[src/rtl/serial_prom_regs.vh]
/*
 Constants for the serial PROM programming-mode block: array geometry,
 supply level codes, the polarity word and timing counts.
 Assumes sys_clk at 20 MHz.
*/
`ifndef SERIAL_PROM_REGS_VH
`define SERIAL_PROM_REGS_VH

// ============================================================
// Array geometry
`define WORD_BITS 8
`define BIT_IDX_W 3
`define ADDR_W 8
`define LAST_ADDR 8'hFF
`define POL_ADDR 9'h100
`define POL_LOW_WORD 8'h00
`define POL_HIGH_WORD 8'hFF
`define POL_RESET 1'b1

// ============================================================
// Supply level codes on supplyLevel[1:0]
`define SUP_NORMAL 2'h0
`define SUP_ENTRY 2'h1
`define SUP_HIGH 2'h2

// ============================================================
// Timing: programming strobe, 0.95 ms minimum
`define CLK_HZ 20000000
`define PGM_MIN_US 950
`define PGM_MIN_CYC ((`PGM_MIN_US * (`CLK_HZ / 1000000)))

`endif

[src/rtl/pin_sync.v]
/*
 Two-flop synchroniser for a bundle of pin inputs.
 Assumes the inputs are asynchronous to sys_clk.
*/
`timescale 1ns/1ps
module pin_sync #(
    parameter W = 6
) (
    input wire sys_clk,
    input wire rst_n,
    input wire [W-1:0] pinIn,
    output reg [W-1:0] pinOut
);
    reg [W-1:0] stage1_r;

    always @(posedge sys_clk) begin
        if (!rst_n) begin
            stage1_r <= {W{1'b0}};
            pinOut <= {W{1'b0}};
        end else begin
            stage1_r <= pinIn;
            pinOut <= stage1_r;
        end
    end
endmodule // pin_sync

[src/rtl/serial_prom_program_mode.v]
/*
 Programming-mode logic of a one-bit serial configuration PROM.
 The programmer's clock, chip select, output gate, data and supply level
 arrive as pins and are synchronised to sys_clk; the PROM clock is
 sampled, so it must stay well below the system clock rate.
 The programmer holds each clock phase for at least three sys_clk cycles;
 array contents are not cleared by reset.
*/
`timescale 1ns/1ps
`include "serial_prom_regs.vh"
module serial_prom_program_mode #(
    parameter PGM_MIN_CYCLES = `PGM_MIN_CYC
) (
    input wire sys_clk,
    input wire rst_n,
    input wire promClk,
    input wire chipSelect,
    input wire outputGate,
    input wire dataIn,
    input wire [1:0] supplyLevel,
    output reg dataOut,
    output reg dataOe,
    output reg cascade_select_out,
    output reg programMode
);
    localparam ST_IDLE = 2'd0;
    localparam ST_HIGH1 = 2'd1;
    localparam ST_HIGH2 = 2'd2;
    localparam ST_PROG = 2'd3;

    wire [5:0] syncPins;
    wire clkS;
    wire csS;
    wire ogS;
    wire dinS;
    wire [1:0] supS;
    reg clkPrev_r;
    reg [1:0] syncWarm_r;
    reg [1:0] state_r;
    reg [1:0] stateNxt;
    reg [`ADDR_W-1:0] addr_r;
    reg overflow_r;
    reg [`BIT_IDX_W-1:0] bitIdx_r;
    reg [`WORD_BITS-1:0] shiftIn_r;
    reg [`WORD_BITS-1:0] mem [0:(1<<`ADDR_W)-1];
    reg [`WORD_BITS-1:0] polWord_r;
    reg endSeen_r;
    reg strobeOn_r;
    reg [15:0] strobeCnt_r;
    reg [`WORD_BITS-1:0] rdWord;

    // ============================================================
    // Pin synchronisation and clock edge detection
    pin_sync #(.W(6)) u_sync (
        .sys_clk(sys_clk),
        .rst_n(rst_n),
        .pinIn({promClk, chipSelect, outputGate, dataIn, supplyLevel}),
        .pinOut(syncPins)
    );
    assign clkS = syncPins[5];
    assign csS = syncPins[4];
    assign ogS = syncPins[3];
    assign dinS = syncPins[2];
    assign supS = syncPins[1:0];

    // Masked until the sync pipe holds real pin levels, so an idle-High clock gives no false rise
    wire clkRise = clkS & ~clkPrev_r & (syncWarm_r == 2'h3);

    function polFromWord;
        input [`WORD_BITS-1:0] w;
        begin
            polFromWord = (w == `POL_LOW_WORD) ? 1'b0 : `POL_RESET;
        end
    endfunction

    function [`BIT_IDX_W-1:0] nextBitIdx;
        input [`BIT_IDX_W-1:0] idx;
        begin
            nextBitIdx = (idx == `WORD_BITS - 1) ? {`BIT_IDX_W{1'b0}} : idx + 1'b1;
        end
    endfunction

    // ============================================================
    // Entry sequence and exit
    always @* begin
        stateNxt = state_r;
        case (state_r)
            ST_IDLE: begin
                if (clkRise && csS && ogS && supS == `SUP_HIGH) begin
                    stateNxt = ST_HIGH1;
                end
            end
            ST_HIGH1: begin
                if (clkRise) begin
                    if (csS && ogS && supS == `SUP_HIGH) begin
                        stateNxt = ST_HIGH2;
                    end else begin
                        stateNxt = ST_IDLE;
                    end
                end
            end
            ST_HIGH2: begin
                if (clkRise) begin
                    if (csS && ogS && supS == `SUP_ENTRY) begin
                        stateNxt = ST_PROG;
                    end else if (!(csS && ogS && supS == `SUP_HIGH)) begin
                        stateNxt = ST_IDLE;
                    end
                end
            end
            ST_PROG: begin
                if (!csS && !ogS) begin
                    stateNxt = ST_IDLE;
                end
            end
            default: stateNxt = ST_IDLE;
        endcase
    end

    wire inProg = (state_r == ST_PROG);
    // Fixed gate meaning in programming mode, stored polarity ignored
    wire doLoad = inProg && clkRise && csS && ogS;
    wire doRead = inProg && clkRise && !csS && ogS;
    wire doAdv = inProg && clkRise && csS && !ogS;
    wire lastBit = (bitIdx_r == `WORD_BITS - 1);

    // ============================================================
    // Word under the read pointer
    always @* begin
        rdWord = overflow_r ? polWord_r : mem[addr_r];
    end

    // ============================================================
    // Counters, shifting and programming strobe
    always @(posedge sys_clk) begin
        if (!rst_n) begin
            state_r <= ST_IDLE;
            clkPrev_r <= 1'b0;
            syncWarm_r <= 2'h0;
            addr_r <= {`ADDR_W{1'b0}};
            overflow_r <= 1'b0;
            bitIdx_r <= {`BIT_IDX_W{1'b0}};
            shiftIn_r <= {`WORD_BITS{1'b0}};
            polWord_r <= `POL_HIGH_WORD;
            endSeen_r <= 1'b0;
            strobeOn_r <= 1'b0;
            strobeCnt_r <= 16'h0000;
            dataOut <= 1'b0;
            dataOe <= 1'b0;
            cascade_select_out <= 1'b1;
            programMode <= 1'b0;
        end else begin
            clkPrev_r <= clkS;
            if (syncWarm_r != 2'h3) begin
                syncWarm_r <= syncWarm_r + 2'h1;
            end
            state_r <= stateNxt;
            programMode <= (stateNxt == ST_PROG);
            dataOe <= inProg && !csS && ogS;
            if (!inProg) begin
                bitIdx_r <= {`BIT_IDX_W{1'b0}};
                endSeen_r <= 1'b0;
                if (stateNxt == ST_PROG) begin
                    addr_r <= {`ADDR_W{1'b0}};
                    overflow_r <= 1'b0;
                end
            end
            if (doLoad) begin
                shiftIn_r <= {shiftIn_r[`WORD_BITS-2:0], dinS};
                bitIdx_r <= nextBitIdx(bitIdx_r);
            end
            if (doRead) begin
                dataOut <= rdWord[`WORD_BITS-1-bitIdx_r];
                bitIdx_r <= nextBitIdx(bitIdx_r);
                if (lastBit && (overflow_r || addr_r == `LAST_ADDR)) begin
                    endSeen_r <= 1'b1;
                end
            end
            if (doAdv) begin
                bitIdx_r <= {`BIT_IDX_W{1'b0}};
                if (addr_r == `LAST_ADDR) begin
                    overflow_r <= 1'b1;
                end
                if (!overflow_r) begin
                    addr_r <= addr_r + 1'b1;
                end
            end
            // Supply strobe at the high level writes the loaded word
            if (inProg && csS && supS == `SUP_HIGH) begin
                strobeOn_r <= 1'b1;
                if (strobeCnt_r != 16'hFFFF) begin
                    strobeCnt_r <= strobeCnt_r + 16'h0001;
                end
            end else begin
                strobeOn_r <= 1'b0;
                strobeCnt_r <= 16'h0000;
                if (strobeOn_r && strobeCnt_r >= PGM_MIN_CYCLES[15:0]) begin
                    if (overflow_r) begin
                        polWord_r <= shiftIn_r;
                    end else begin
                        mem[addr_r] <= shiftIn_r;
                    end
                end
            end
            // Cascade output: polarity sense, then end-of-array marker
            if (inProg && endSeen_r) begin
                cascade_select_out <= 1'b0;
            end else begin
                cascade_select_out <= polFromWord(polWord_r);
            end
        end
    end
endmodule // serial_prom_program_mode

[config.mk]
export PLATFORM = sky130hd
export DESIGN_NAME = serial_prom_program_mode
export DESIGN_NICKNAME = d
export VERILOG_FILES = /design/src/rtl/pin_sync.v /design/src/rtl/serial_prom_program_mode.v
export VERILOG_INCLUDE_DIRS = /design/src /design/src/rtl
export SDC_FILE = /design/constraint.sdc
export NUM_CORES = 2
export LEC_CHECK = 0
export ABC_CLOCK_PERIOD_IN_PS = 8600
export BUFFER_PORTS_ARGS = -buffer_cell sky130_fd_sc_hd__buf_2
export CAP_MARGIN = 15
export CORE_UTILIZATION = 40
export CTS_CLUSTER_DIAMETER = 80
export DETAILED_ROUTE_END_ITERATION = 7
export PLACE_DENSITY = 0.58
export SETUP_SLACK_MARGIN = 0.1
export SLEW_MARGIN = 10
export SYNTH_ARGS = -nofsm -noshare
export SYNTH_HDL_FRONTEND = slang
export SYNTH_SLANG_ARGS = --single-unit
[constraint.sdc]
create_clock -name sys_clk -period 8.6 [get_ports sys_clk]
set_input_delay 0.86 -clock sys_clk [delete_from_list [all_inputs] [get_ports sys_clk]]
set_output_delay 0.86 -clock sys_clk [all_outputs]
set_load 0.05 [all_outputs]
==> results.txt <==
status: finished, final reports clean
XOR/XNOR share of the synthesized area: 0.127%
Hold WS: 0.226 ns
initial antenna violation count: 8
final slew viol count: 0
final hold viol count: 0
hold crit path type: primary input to register
Final WS setup: 3.68 ns
DR vias: 42600
crit share post-route: 57.2%
post-synthesis mux area share: 14.6%
H-tree depth: 4
setup bufs post-CTS: 0
Logic pwr share: 0.1%
Worst Max-Slew Pin Slew: 1.24 ns
Critical R2R Launch: addr_r[0]$_SDFF_PN0_
Synth Area in Simple Gates: 4.10%
routed wire length: 234 mm
Slew headroom: 17.1%
Post-DP Area: 85600 um^2
Gate Count Post-Synth: 4174
# rows: 166
Netlist cell types: 73
Max Clk Rate: 0.203 GHz
Sink Count: 2115
IO Port Bufs: 11
fill count: 17200
most common cell after layout, fill and taps aside: edfxtp_1
Main synth FF type: edfxtp_1
Worst setup SP type: register
hold path start: supplyLevel[1]
adder-cell share of the synthesized area: 0.136%
buffer depth of the longest clock path: 3
syn_nets: 4191
max-cap violations: 0
final setup TNS: 0 ns
total global routing overflow: 0
Sw Share: 19.8%
crit path max fanout: 43
clock share of power: 45.0%
most frequent cells in the layout: edfxtp_1, mux4_2, nor2_1
via/cell ratio: 5.99
post_cts resized: 0
Seq/Total Area, Yosys: 76.0%
cts bufs inserted: 212
GP Congestion: 0.902
Hold Path End: u_sync.stage1_r[1]$_SDFF_PN0_
Pre-Repair DR Iteration Count: 6
hpwl dp: 143 mm
Synth Area in Compound Gates: 3.21%
flop2flop setup slack: 3.68 ns
# IOs: 12
Die Y: 457 um
Routed Antenna Nets: 0
RSZ-0062 raised after global routing: false
largest net degree at the start of global routing: 198
Residual DRC: 0
n_diodes: 0
Worst R2R Path Depth: 10
core area: 205000 um^2
Max VDD drop: 0.000169 V
Seq pwr share: 54.9%
Initial Util: 40.4%
CTS tree: yes
Worst EP arrival: 5.68 ns
EDFF count, synth: 2048
Net Switching: 4.01 mW
Worst EP required: 9.37 ns
Final setup viols: 0
Tot Pwr: 20.3 mW
first-pass GRT wire length: 330 mm
final non-filler cell total: 7116
placed insts: 6726
hold path cells: 2
final core occ: 45.1%
die area: 209000 um^2
Seq cells post-synth: 2115
Worst R2R End: dataOut$_SDFFE_PN0P_
crit path kind: register to register
pre-CTS setup slack: 3.70 ns
total of warnings raised by yosys: 0
nets: 4269
Clock Latency Late Sink: 0.87 ns
Cell Area, Synth: 82700 um^2
post-route cell area: 92400 um^2
cts hold-fix bufs: 0
syn avg cell area: 19.8 um^2
total track usage: 22.4%
Routed WL per cell: 32.9 um
PwrDens: 219 nW/um^2
area delta synth->final: 11.7%
CP Capture Type: register
vias in the first global route: 41900
CTS clk-pin slew, worst paths: 0.07 ns
Int Power: 16.3 mW
Chip Width: 457 um
fin crit period: 4.92 ns
initial DRC count: 5748
main combinational cell family by area after synthesis: multiplexers
layout cell share with drive strength beyond 1: 20.3%
Clock Skew: 0.0462 ns
Pleak: 28.1 nW
fraction of registers with async set/reset: 0%
root buf cell: clkbuf_16
==> area by class of cell <==
type | instances | area [um^2] | area share (%)
inverters | 11 | 43.8 | 0.0474
clock inverters | 129 | 1330 | 1.44
flip-flops and latches | 2115 | 62900 | 68.1
clock buffers | 261 | 5490 | 5.94
well taps | 2688 | 3360 | 3.64
multi-input cells | 1803 | 18400 | 19.9
repair buffers | 109 | 866 | 0.937
==> worst max path at each step <==
stage                                     start  slack [ns]              endpoint  depth (start not counted)
detailed placement  strobeCnt_r[3]$_SDFFE_PN0P_        3.70  mem[45][7]$_DFFE_PP_                          9
floorplan             shiftIn_r[0]$_SDFFE_PN0P_        4.31   mem[0][0]$_DFFE_PP_                          0
finish                     addr_r[0]$_SDFF_PN0_        3.68  dataOut$_SDFFE_PN0P_                         10
global placement           addr_r[0]$_SDFF_PN0_        3.48  dataOut$_SDFFE_PN0P_                         10
CTS                 strobeCnt_r[3]$_SDFFE_PN0P_        3.69  mem[45][2]$_DFFE_PP_                          9
global route               addr_r[0]$_SDFF_PN0_        3.52  dataOut$_SDFFE_PN0P_                         10
==> synthesized netlist by cell type, drive strengths merged, types with 37 or more instances <==
cell | count | area [um^2]
dfxtp | 67 | 1340
mux2i | 203 | 2030
a21oi | 52 | 260
edfxtp | 2048 | 61500
clkbuf | 87 | 327
a22oi | 96 | 721
o22ai | 51 | 319
nand2 | 193 | 724
nand3 | 77 | 385
buf | 158 | 1200
nor2 | 317 | 1200
nor2b | 37 | 231
mux4 | 440 | 9910
==> per-layer routing <==
layer / part of all wire (%) / track usage [%] / vias to the layer above / routed length [um]
met5: 0.022 / 0 / - / 52
met4: 3.7 / 7.82 / 8 / 8600
met3: 9.2 / 4.58 / 393 / 21700
met1: 40 / 31.2 / 22800 / 94200
li1: - / - / 17300 / -
met2: 47 / 34.9 / 2133 / 110000
==> critical path: stages, from the launching register on <==
cell       delay (ns)
dfxtp_4          0.88
buf_4            0.81
or3_1            0.77
o22ai_1          0.19
a211o_1          0.31
a2111oi_1        0.92
o41ai_1          0.21
o2111ai_1        0.12
o21ai_0          0.08
and4_1           0.20
a211oi_1         0.22
==> state kept, by name (all words and copies together), names as in the netlist, 3 cells and up <==
signal and flops:
u_sync.stage1_r 6, addr_r 8, strobeCnt_r 16, shiftIn_r 8, u_sync.pinOut 6, polWord_r 8, mem 2048, bitIdx_r 3
==> power by group through the flow <==
stage               Sequential (mW)  Clock, mW  Combinational [mW]
finish                         11.1       9.12              0.0189
global route                   11.1       9.61              0.0212
CTS                            11.1       9.24              0.0189
detailed placement             11.3          0              0.0188
global placement               11.3          0              0.0182
floorplan                      11.3          0              0.0141
==> logic make-up after synthesis <==
logic type | count (synthesis)
compound gates | 373
flops | 2115
buf+inv | 256
mux | 653
fa+ha+maj | 9
simple gates | 756
xor+xnor | 12
(Power assumes the default switching activity.)
